### src/fault_response_pkg.sv
package fault_response_pkg;

    // register map: each register is one aligned word, its byte address is four times its index
    localparam logic [9:0]  SETTINGS_INDEX    = 10'h092;
    localparam logic [9:0]  STATUS_INDEX      = 10'h094;
    localparam logic [9:0]  CLEAR_INDEX       = 10'h098;
    localparam logic [11:0] SETTINGS_ADDR     = {SETTINGS_INDEX, 2'b00};
    localparam logic [11:0] STATUS_ADDR       = {STATUS_INDEX, 2'b00};
    localparam logic [11:0] CLEAR_ADDR        = {CLEAR_INDEX, 2'b00};
    localparam logic [31:0] SETTINGS_RESET    = 32'h0000_0000;

    // field positions in the settings register
    localparam int THR_LSB     = 19;
    localparam int RESP_LSB    = 15;
    localparam int DEG_LSB     = 12;
    localparam int FLOOR_LSB   = 8;
    localparam int UV_BIT      = 7;
    localparam int CEIL_LSB    = 4;
    localparam int OV_BIT      = 3;
    localparam int RETRY_LSB   = 0;
    localparam int ABSENT_EN_BIT = 28;
    // writable bits: 30..12 and 10..0 (bit 31 and bit 11 are reserved)
    localparam logic [31:0] SETTINGS_MASK = 32'h7fff_f7ff;

    // timing
    localparam int CLK_HZ        = 10_000_000;
    localparam int DEG_UNIT_NS   = 1000;
    localparam int CLK_NS        = 1_000_000_000 / CLK_HZ;
    localparam int DEG_UNIT_CYC  = (DEG_UNIT_NS + CLK_NS - 1) / CLK_NS;
    localparam int RETRY_MS      = 1;
    localparam int RETRY_CYC_DEF = RETRY_MS * (CLK_HZ / 1000);

    typedef enum logic [2:0] {
        st_idle    = 3'b000,
        st_run     = 3'b001,
        st_fault   = 3'b011,
        st_wait    = 3'b010,
        st_latched = 3'b110
    } lock_state_type;

    typedef enum logic [1:0] {
        out_drive  = 2'b00,
        out_tri    = 2'b01,
        out_hs     = 2'b10,
        out_ls     = 2'b11
    } bridge_type;

endpackage : fault_response_pkg

### src/deglitch_filter.sv
`timescale 1ns/1ps
module deglitch_filter (
    // clock and reset
    input  wire logic       pclk,
    input  wire logic       presetn,
    // raw condition and filter length in units
    input  wire logic       raw_in,
    input  wire logic [2:0] units,
    // filtered condition
    output logic            filt_out
);
    import fault_response_pkg::*;

    // code 7 needs seventy cycles, so six bits would wrap
    logic [6:0] cnt_q;
    logic [6:0] need;

    assign need = 7'(units * DEG_UNIT_CYC);

    // condition must persist for the full time; code 0 passes straight through
    always_ff @(posedge pclk or negedge presetn) begin
        if (!presetn) begin
            cnt_q    <= 7'h00;
            filt_out <= 1'b0;
        end else if (!raw_in) begin
            cnt_q    <= 7'h00;
            filt_out <= 1'b0;
        end else if (cnt_q + 7'h01 >= need) begin
            filt_out <= 1'b1;
        end else begin
            cnt_q <= cnt_q + 7'h01;
        end
    end

endmodule : deglitch_filter

### src/fault_response.sv
// Added by the designer: the register addresses and the APB interface to the registers.
`timescale 1ns/1ps
// Summary of operation
// - three-bit absent-load current threshold code decoded
// - codes 0,1 latch fault, tristate bridge
// - code 2 latches fault, high-side brake
// - code 3 latches fault, low-side brake
// - codes 4-7 auto clear after retry interval
// - retries over limit latch with chosen output
// - codes 8, A, C disable lock detection
// - deglitch 0 none, else that many microseconds
// - bus voltage floor code, zero means none
// - undervoltage latches or auto clears by bit
// - bus voltage ceiling code, 2.5 V steps
// - overvoltage latches or auto clears by bit
// - retry limit code, zero means unlimited
// - absent-load check only when enabled
module fault_response #(
    parameter int RETRY_CYC = fault_response_pkg::RETRY_CYC_DEF
) (
    // clock and reset
    input  wire logic                           pclk,
    input  wire logic                           presetn,
    // apb slave
    input  wire logic                           psel,
    input  wire logic                           penable,
    input  wire logic                           pwrite,
    input  wire logic [11:0]                    paddr,
    input  wire logic [31:0]                    pwdata,
    output logic      [31:0]                    prdata,
    output logic                                pready,
    output logic                                pslverr,
    // sensing, in millivolts and milliamps
    input  wire logic                           current_limit,
    input  wire logic [15:0]                    bus_mv,
    input  wire logic [11:0]                    phase_ma,
    input  wire logic                           motor_running,
    // outputs
    output fault_response_pkg::bridge_type      bridge_mode,
    output logic                                fault_indicator_pin_n,
    output logic                                absent_load_fault
);
    import fault_response_pkg::*;

    logic [31:0]    settings_q;
    lock_state_type state_q;
    logic [31:0]    wait_q;
    logic [4:0]     retries_q;
    logic           uv_q;
    logic           ov_q;
    logic           lock_det;

    logic [2:0] absent_load_current_threshold;
    logic [3:0] current_limit_lock_response;
    logic [2:0] current_limit_lock_filter_time;
    logic [2:0] bus_voltage_floor;
    logic       undervoltage_recovery_select;
    logic [2:0] bus_voltage_ceiling;
    logic       overvoltage_recovery_select;
    logic [2:0] retry_limit;
    logic       absent_load_check_enable;

    assign absent_load_current_threshold  = settings_q[THR_LSB +: 3];
    assign current_limit_lock_response    = settings_q[RESP_LSB +: 4];
    assign current_limit_lock_filter_time = settings_q[DEG_LSB +: 3];
    assign bus_voltage_floor              = settings_q[FLOOR_LSB +: 3];
    assign undervoltage_recovery_select   = settings_q[UV_BIT];
    assign bus_voltage_ceiling            = settings_q[CEIL_LSB +: 3];
    assign overvoltage_recovery_select    = settings_q[OV_BIT];
    assign retry_limit                    = settings_q[RETRY_LSB +: 3];
    assign absent_load_check_enable       = settings_q[ABSENT_EN_BIT];

    // decode tables
    logic [11:0] thr_ma;
    logic [15:0] floor_mv;
    logic [15:0] ceil_mv;
    logic [4:0]  retry_max;
    logic        detect_off;
    logic        auto_mode;
    bridge_type  fault_out;

    always_comb begin
        case (absent_load_current_threshold)
            3'h0, 3'h1: thr_ma = 12'h04b;
            3'h2:       thr_ma = 12'h064;
            3'h3:       thr_ma = 12'h07d;
            3'h4:       thr_ma = 12'h0fa;
            3'h5:       thr_ma = 12'h1f4;
            3'h6:       thr_ma = 12'h2ee;
            default:    thr_ma = 12'h3e8;
        endcase
        case (bus_voltage_floor)
            3'h1:    floor_mv = 16'h1194;
            3'h2:    floor_mv = 16'h1388;
            3'h3:    floor_mv = 16'h157c;
            3'h4:    floor_mv = 16'h1770;
            3'h5:    floor_mv = 16'h1d4c;
            3'h6:    floor_mv = 16'h2710;
            3'h7:    floor_mv = 16'h30d4;
            default: floor_mv = 16'h0000;
        endcase
        case (bus_voltage_ceiling)
            3'h1:    ceil_mv = 16'h4e20;
            3'h2:    ceil_mv = 16'h57e4;
            3'h3:    ceil_mv = 16'h61a8;
            3'h4:    ceil_mv = 16'h6b6c;
            3'h5:    ceil_mv = 16'h7530;
            3'h6:    ceil_mv = 16'h7ef4;
            3'h7:    ceil_mv = 16'h88b8;
            default: ceil_mv = 16'hffff;
        endcase
        case (retry_limit)
            3'h1:    retry_max = 5'h02;
            3'h2:    retry_max = 5'h03;
            3'h3:    retry_max = 5'h05;
            3'h4:    retry_max = 5'h07;
            3'h5:    retry_max = 5'h0a;
            3'h6:    retry_max = 5'h0f;
            3'h7:    retry_max = 5'h14;
            default: retry_max = 5'h00;
        endcase
        detect_off = current_limit_lock_response == 4'h8 ||
                     current_limit_lock_response == 4'ha ||
                     current_limit_lock_response == 4'hc;
        auto_mode  = current_limit_lock_response[3:2] == 2'b01;
        case (current_limit_lock_response)
            4'h2, 4'h6: fault_out = out_hs;
            4'h3, 4'h7: fault_out = out_ls;
            default:    fault_out = out_tri;
        endcase
    end

    deglitch_filter u_deg (
        .pclk     (pclk),
        .presetn  (presetn),
        .raw_in   (current_limit & ~detect_off),
        .units    (current_limit_lock_filter_time),
        .filt_out (lock_det)
    );

    // apb: zero wait states, unmapped addresses answer with an error
    logic mapped;
    assign mapped = paddr == SETTINGS_ADDR || paddr == STATUS_ADDR || paddr == CLEAR_ADDR;

    always_ff @(posedge pclk or negedge presetn) begin
        if (!presetn) begin
            settings_q <= SETTINGS_RESET;
        end else if (psel && penable && pwrite && paddr == SETTINGS_ADDR) begin
            settings_q <= pwdata & SETTINGS_MASK;
        end
    end

    always_ff @(posedge pclk or negedge presetn) begin
        if (!presetn) begin
            prdata  <= 32'h0000_0000;
            pready  <= 1'b0;
            pslverr <= 1'b0;
        end else begin
            pready  <= psel && !penable;
            pslverr <= psel && !penable && !mapped;
            if (psel && !penable && !pwrite) begin
                case (paddr)
                    SETTINGS_ADDR: prdata <= settings_q;
                    STATUS_ADDR:   prdata <= {21'h000000, retries_q, state_q, ov_q, uv_q, absent_load_fault};
                    default:       prdata <= 32'h0000_0000;
                endcase
            end
        end
    end

    logic clear_wr;
    assign clear_wr = psel && penable && pready && pwrite && paddr == CLEAR_ADDR && pwdata[0];

    // bus voltage faults; a new out-of-bounds condition wins over a clear
    logic uv_now;
    logic ov_now;
    assign uv_now = bus_mv < floor_mv;
    assign ov_now = bus_mv > ceil_mv;

    always_ff @(posedge pclk or negedge presetn) begin
        if (!presetn) begin
            uv_q <= 1'b0;
            ov_q <= 1'b0;
        end else begin
            if (uv_now)
                uv_q <= 1'b1;
            else if (undervoltage_recovery_select || clear_wr)
                uv_q <= 1'b0;
            if (ov_now)
                ov_q <= 1'b1;
            else if (overvoltage_recovery_select || clear_wr)
                ov_q <= 1'b0;
        end
    end

    // absent-load check: running with too little phase current
    always_ff @(posedge pclk or negedge presetn) begin
        if (!presetn) begin
            absent_load_fault <= 1'b0;
        end else if (absent_load_check_enable && motor_running && phase_ma < thr_ma) begin
            absent_load_fault <= 1'b1;
        end else if (clear_wr) begin
            absent_load_fault <= 1'b0;
        end
    end

    // current-limit lock state machine
    always_ff @(posedge pclk or negedge presetn) begin
        if (!presetn) begin
            state_q   <= st_idle;
            wait_q    <= 32'h0000_0000;
            retries_q <= 5'h00;
        end else begin
            case (state_q)
                st_idle, st_run: begin
                    if (lock_det) begin
                        state_q <= st_fault;
                    end else begin
                        state_q <= motor_running ? st_run : st_idle;
                        if (motor_running)
                            retries_q <= 5'h00;
                    end
                end
                st_fault: begin
                    if (!auto_mode) begin
                        state_q <= st_latched;
                    end else if (retry_max != 5'h00 && retries_q >= retry_max) begin
                        state_q <= st_latched;
                    end else begin
                        state_q   <= st_wait;
                        wait_q    <= 32'h0000_0000;
                        retries_q <= retries_q + 5'h01;
                    end
                end
                st_wait: begin
                    if (wait_q + 32'h1 >= 32'(RETRY_CYC))
                        state_q <= st_idle;
                    else
                        wait_q <= wait_q + 32'h1;
                end
                st_latched: begin
                    if (clear_wr) begin
                        state_q   <= st_idle;
                        retries_q <= 5'h00;
                    end
                end
                default: state_q <= st_idle;
            endcase
        end
    end

    // bridge held off drive while any fault stands; pin flags only latched lock, voltage and absent-load faults
    logic lock_active;
    assign lock_active = state_q == st_fault || state_q == st_wait || state_q == st_latched;

    always_ff @(posedge pclk or negedge presetn) begin
        if (!presetn) begin
            bridge_mode           <= out_tri;
            fault_indicator_pin_n <= 1'b1;
        end else begin
            if (lock_active)
                bridge_mode <= fault_out;
            else if (uv_q || ov_q || absent_load_fault)
                bridge_mode <= out_tri;
            else
                bridge_mode <= out_drive;
            // auto-retry waits do not flag the pin, latched faults do
            fault_indicator_pin_n <= !(state_q == st_latched || uv_q || ov_q || absent_load_fault);
        end
    end

    a_latch_pin: assert property (@(posedge pclk) disable iff (!presetn)
        state_q == st_latched |=> !fault_indicator_pin_n)
        else $error("latched lock without fault pin");
    a_disable_codes: assert property (@(posedge pclk) disable iff (!presetn)
        detect_off && !lock_active |=> state_q != st_fault)
        else $error("lock raised while detection disabled");
    a_manual_latch: assert property (@(posedge pclk) disable iff (!presetn)
        state_q == st_fault && !auto_mode |=> state_q == st_latched)
        else $error("manual mode did not latch");
    a_hs_brake: assert property (@(posedge pclk) disable iff (!presetn)
        state_q == st_latched && $stable(current_limit_lock_response) && current_limit_lock_response == 4'h2
        |=> bridge_mode == out_hs)
        else $error("high-side brake not applied");
    a_ls_brake: assert property (@(posedge pclk) disable iff (!presetn)
        state_q == st_latched && $stable(current_limit_lock_response) && current_limit_lock_response == 4'h3
        |=> bridge_mode == out_ls)
        else $error("low-side brake not applied");
    a_retry_count: assert property (@(posedge pclk) disable iff (!presetn)
        state_q == st_fault && auto_mode && (retry_max == 5'h00 || retries_q < retry_max)
        |=> state_q == st_wait && retries_q == $past(retries_q) + 5'h01)
        else $error("retry not counted");
    a_retry_limit: assert property (@(posedge pclk) disable iff (!presetn)
        retry_max != 5'h00 |-> retries_q <= retry_max)
        else $error("retries beyond limit");
    a_uv_latch: assert property (@(posedge pclk) disable iff (!presetn)
        uv_now ##1 (!uv_now && !undervoltage_recovery_select && !clear_wr) |=> uv_q)
        else $error("undervoltage did not latch");
    a_ov_auto: assert property (@(posedge pclk) disable iff (!presetn)
        ov_q && !ov_now && overvoltage_recovery_select |=> !ov_q)
        else $error("overvoltage did not auto clear");
    a_absent_gate: assert property (@(posedge pclk) disable iff (!presetn)
        !absent_load_fault && !absent_load_check_enable |=> !absent_load_fault)
        else $error("absent-load fault while check disabled");
    a_clean_run: assert property (@(posedge pclk) disable iff (!presetn)
        state_q == st_run && !lock_det && motor_running |=> retries_q == 5'h00)
        else $error("retry count not reset");

endmodule : fault_response

### config.mk
export PLATFORM = sky130hd
export DESIGN_NAME = fault_response
export DESIGN_NICKNAME = d
export VERILOG_FILES = /design/src/fault_response_pkg.sv /design/src/deglitch_filter.sv /design/src/fault_response.sv
export SDC_FILE = /design/constraint.sdc
export NUM_CORES = 1
export LEC_CHECK = 0
export BUFFER_PORTS_ARGS = -buffer_cell sky130_fd_sc_hd__buf_4
export CAP_MARGIN = 10
export CORE_ASPECT_RATIO = 1.75
export CORE_MARGIN = 2
export CORE_UTILIZATION = 55
export DETAILED_ROUTE_END_ITERATION = 10
export GPL_TIMING_DRIVEN = 1
export PLACE_DENSITY_LB_ADDON = 0.25
export SKIP_CTS_REPAIR_TIMING = 1
export SYNTH_ARGS = -nofsm -noshare
export SYNTH_HDL_FRONTEND = slang
export SYNTH_SLANG_ARGS = --single-unit
### constraint.sdc
create_clock -name pclk -period 5.4 [get_ports pclk]
set_input_delay 0.54 -clock pclk [delete_from_list [all_inputs] [get_ports pclk]]
set_output_delay 0.54 -clock pclk [all_outputs]
set_load 0.01 [all_outputs]
==> summary.md <==
| Metric | Value |
|---|---|
| Switching Fraction | `0.2407` |
| Fraction of power consumed by combinational cells | `0.107` |
| Maximum fanout encountered on the critical timing path | `27` |
| Register share of total power | `0.386` |
| Critical path data arrival time | `3730 ps` |
| Slowest-stage cell, CP | `or4_4` |
| RSZ-0062 raised after global routing | `false` |
| Vias per inst | `5.907` |
| Wire length per cell | `17.07 um` |
| Area of the placeable core | `12800 um^2` |
| Total routed wirelength | `17790 um` |
| Number of buffers created by CTS | `17` |
| Number of library cell types mapped by synthesis | `75` |
| CTS tree | `yes` |
| Worst Setup Path Type | `reg2reg` |
| Total gr overflow | `0` |
| Largest family of logic cells by synthesized area | `simple AND/OR/NAND/NOR gates` |
| Syn. warnings | `0` |
| Peak VDD IR | `0.2707 mV` |
| Clock buffer depth | `2` |
| Final nets | `991` |
| Area used by multi-input combinational logic | `3963 um^2` |
| Adder-Cell Fraction of Synth Area | `0.09510` |
| Req. time, crit path | `5690 ps` |
| Part of the Yosys area used for sequential elements | `0.4089` |
| Post-synthesis async set-or-reset flop share | `1.000` |
| Final Instance Area | `8707 um^2` |
| Quantity of I/O buffers inserted on ports | `112` |
| # clock sinks | `116` |
| Syn Std Cell Area | `7104 um^2` |
| Total Negative Setup Slacks | `0 ps` |
| Total count of max-transition violations in the final report | `0` |
| Top cells by area, synth | `dfrtp_1 40%, ha_1 9.5%, nand2_1 5.1%` |
| Number of global-route vias before repair | `6368` |
| Number of flops mapped to enable cells by yosys | `0` |
| Largest net degree at the start of global routing | `66` |
| Actual slew at the worst max-slew pin | `846.7 ps` |
| Cell-internal power | `1.858 mW` |
| Fraction of synthesized cell area in xor and xnor cells | `0.02712` |
| Relative slew margins | `0.4355` |
| Final Util | `0.6803` |
| Least setup slack across all paths after layout | `1958 ps` |
| Count of unresolved DRC violations after routing | `0` |
| Layout cell share with drive strength beyond 1 | `0.2296` |
| Die boundary width | `89.92 um` |
| Height of the die | `154.4 um` |
| Worst Skew | `7.045 ps` |
| Worst setup EP type | `flip-flop` |
| Sw Pwr | `0.5891 mW` |
| Clk pwr share | `0.507` |
| Simple-gate share of the synthesized area | `0.2478` |
| Post-synth top area cell | `dfrtp_1` |
| Initial cell density of the core | `0.5550` |
| Run status | `finished, final reports clean` |
| Half-perimeter wire length of the detailed placement result | `12610 um` |
| Count of boundary I/O pins | `117` |
| H-Tree Level Count | `4` |
| Total GRT Usage | `0.2643` |
| Most frequently used flop master after synthesis | `dfrtp_1` |
| Setup-failing EPs final | `0` |
| Post-route minimum period | `3442 ps` |
| Post-synth top area share | `0.4015` |
| Number of maximum-capacitance constraint violations | `0` |
| Dpl cell area | `8058 um^2` |
| Pwr dens | `281.0 nW/um^2` |
| CP cell instances | `ha_1, nand4_1, or4_4, nor4b_4, mux2_1, o21ai_1, and4_4, nor2_4, a221o_1` |
| Clock edge transition at the registers on the reported setup and hold paths | `60 ps` |
| Mux cell area share after synthesis | `0.05284` |
| Die area | `13880 um^2` |
| Most common cell in the synthesized netlist | `dfrtp_1` |
| Router iterations before antenna repair | `5` |
| Static leakage | `4.327 nW` |
| Std cell rows | `55` |
| Area growth from synthesis to layout | `22.56%` |
| Vias | `6155` |
| Final ANT Viol Nets | `0` |
| Post-placement worst setup slack | `1974 ps` |
| Max Freq | `290.5 MHz` |
| Total area of sequential cells | `2905 um^2` |
| Tcrit/Tclk final | `0.6374` |
| Critical Path Start Type | `flip-flop` |
| Cell at the root of the clock tree | `clkbuf_16` |
| Dpl cells | `1010` |
| Crit path largest cell delay | `630 ps` |
| Number of design-rule violations left by the first detailed-router iteration | `410` |
| First-pass GRT wire length | `29640 um` |
| Synthesized-area fraction occupied by ao, oa, aoi and oai cells | `0.1310` |
| Number of antenna violations at the first check in global routing | `0` |
| Count of final hold-check violations | `0` |
| Gate Count Post-Synth | `758` |
| Synth top cells by count | `114 x dfrtp_1, 96 x nand2_1, 64 x nor2_1` |
| Flop and latch count out of synthesis | `116` |
| Path type of the worst min-delay path | `in2async` |
| Synthesized area per cell | `9.372 um^2` |
| Final Wtd Congestion | `0.8723` |
| Count of fill cells added during filler insertion | `1032` |
| N_diodes | `0` |
| Number of standard cells in the final layout excluding fillers | `1042` |
| Clock latency on the worst-skew pair | `410 ps` |
critical path: cells and delay by family (launching register included):
kind / cells / cell delay (ps)
flip-flops: 1 / 390
adder cells (fa/ha/maj): 1 / 240
AND/OR/NAND/NOR: 5 / 1790
multiplexers: 1 / 340
AO/OA/AOI/OAI: 2 / 550
area by class of cell:
class | instances | area share
Multi-Input combinational cell | 582 | 0.4551
Sequential cell | 116 | 0.3337
Timing Repair Buffer | 119 | 0.1026
Clock buffer | 20 | 0.05130
Tap cell | 171 | 0.02457
Clock inverter | 12 | 0.02328
Inverter | 22 | 0.009484
power groups by stage:
stage | combinational [mW] | clock [mW] | sequential (mW)
CTS | 0.266 | 1.25 | 0.944
floorplan | 0.146 | 0 | 0.949
global route | 0.294 | 1.29 | 0.950
detailed placement | 0.263 | 0 | 0.958
global placement | 0.253 | 0 | 0.956
finish | 0.262 | 1.24 | 0.945
sequential cells by signal (all words and copies together), names as in the netlist, 2 cells and up:
| register | cells |
|---|---|
| retries_q | 5 |
| wait_q | 32 |
| u_deg.cnt_q | 7 |
| state_q | 3 |
| settings_q | 30 |
| bridge_mode | 2 |
| prdata | 30 |
placed cells by master, fill, tap and decap left out, types with 3 or more instances in the layout:
cell type	instances
a221oi_1	13
o21a_1	7
dfrtp_1	114
nand2b_1	6
o21ai_0	19
and2_1	15
xnor2_1	6
nand4_1	11
nor2b_1	14
xor2_1	16
a21oi_1	25
o311ai_0	3
nand2_1	96
a21o_1	15
bufinv_16	5
nand3b_1	3
or2_2	4
nor3b_1	7
nor2_1	64
mux2_2	27
a21bo_1	5
and4_1	3
nor3_1	24
o41ai_1	3
clkbuf_16	17
inv_1	22
nor4_1	6
ha_1	54
and3_1	11
or3_1	4
mux2i_1	6
nand3_1	47
buf_4	119
clkinvlp_4	4
a21boi_1	6
per-stage QoR:
| step | hold WS [ps] | total power, mW |
|---|---|---|
| detailed placement | 456.6 | 1.221 |
| CTS | 267.3 | 2.461 |
| floorplan | 244.4 | 1.095 |
| global placement | 455.3 | 1.209 |
| global route | 317.2 | 2.530 |
| finish | 240.3 | 2.447 |
logic make-up (layout without fill, tap and decap cells):
group / after synthesis / after routing
AO/OA/AOI/OAI: 130 / 130
XOR/XNOR: 22 / 22
adder cells (fa/ha/maj): 54 / 54
buffers and inverters: 61 / 173
flip-flops: 116 / 116
multiplexers: 34 / 34
other: 1 / 2
AND/OR/NAND/NOR: 340 / 340
final timing paths:
| path | startpoint | endpoint | slack, ps | cells after the start |
|---|---|---|---|---|
| worst min-delay path | presetn | settings_q[8] | 240 | 1 |
| worst min register to register | prdata[25] | prdata[25] | 470 | 2 |
| worst max register to register | wait_q[0] | wait_q[2] | 1960 | 9 |
| min in group pclk | pwdata[13] | settings_q[13] | 340 | 3 |
| max in group asynchronous | presetn | settings_q[12] | 3960 | 2 |
| worst max-delay path | wait_q[0] | wait_q[2] | 1960 | 9 |
per-layer routing:
metal / vias up / share of wire / track usage
met1: 2989 / 0.38 / 0.2819
met3: 48 / 0.046 / 0.05261
met2: 197 / 0.55 / 0.5047
met4: 0 / 0.030 / 0.1077
met5: - / 0 / 0
li1: 2921 / - / -
(Power assumes the default switching activity.)
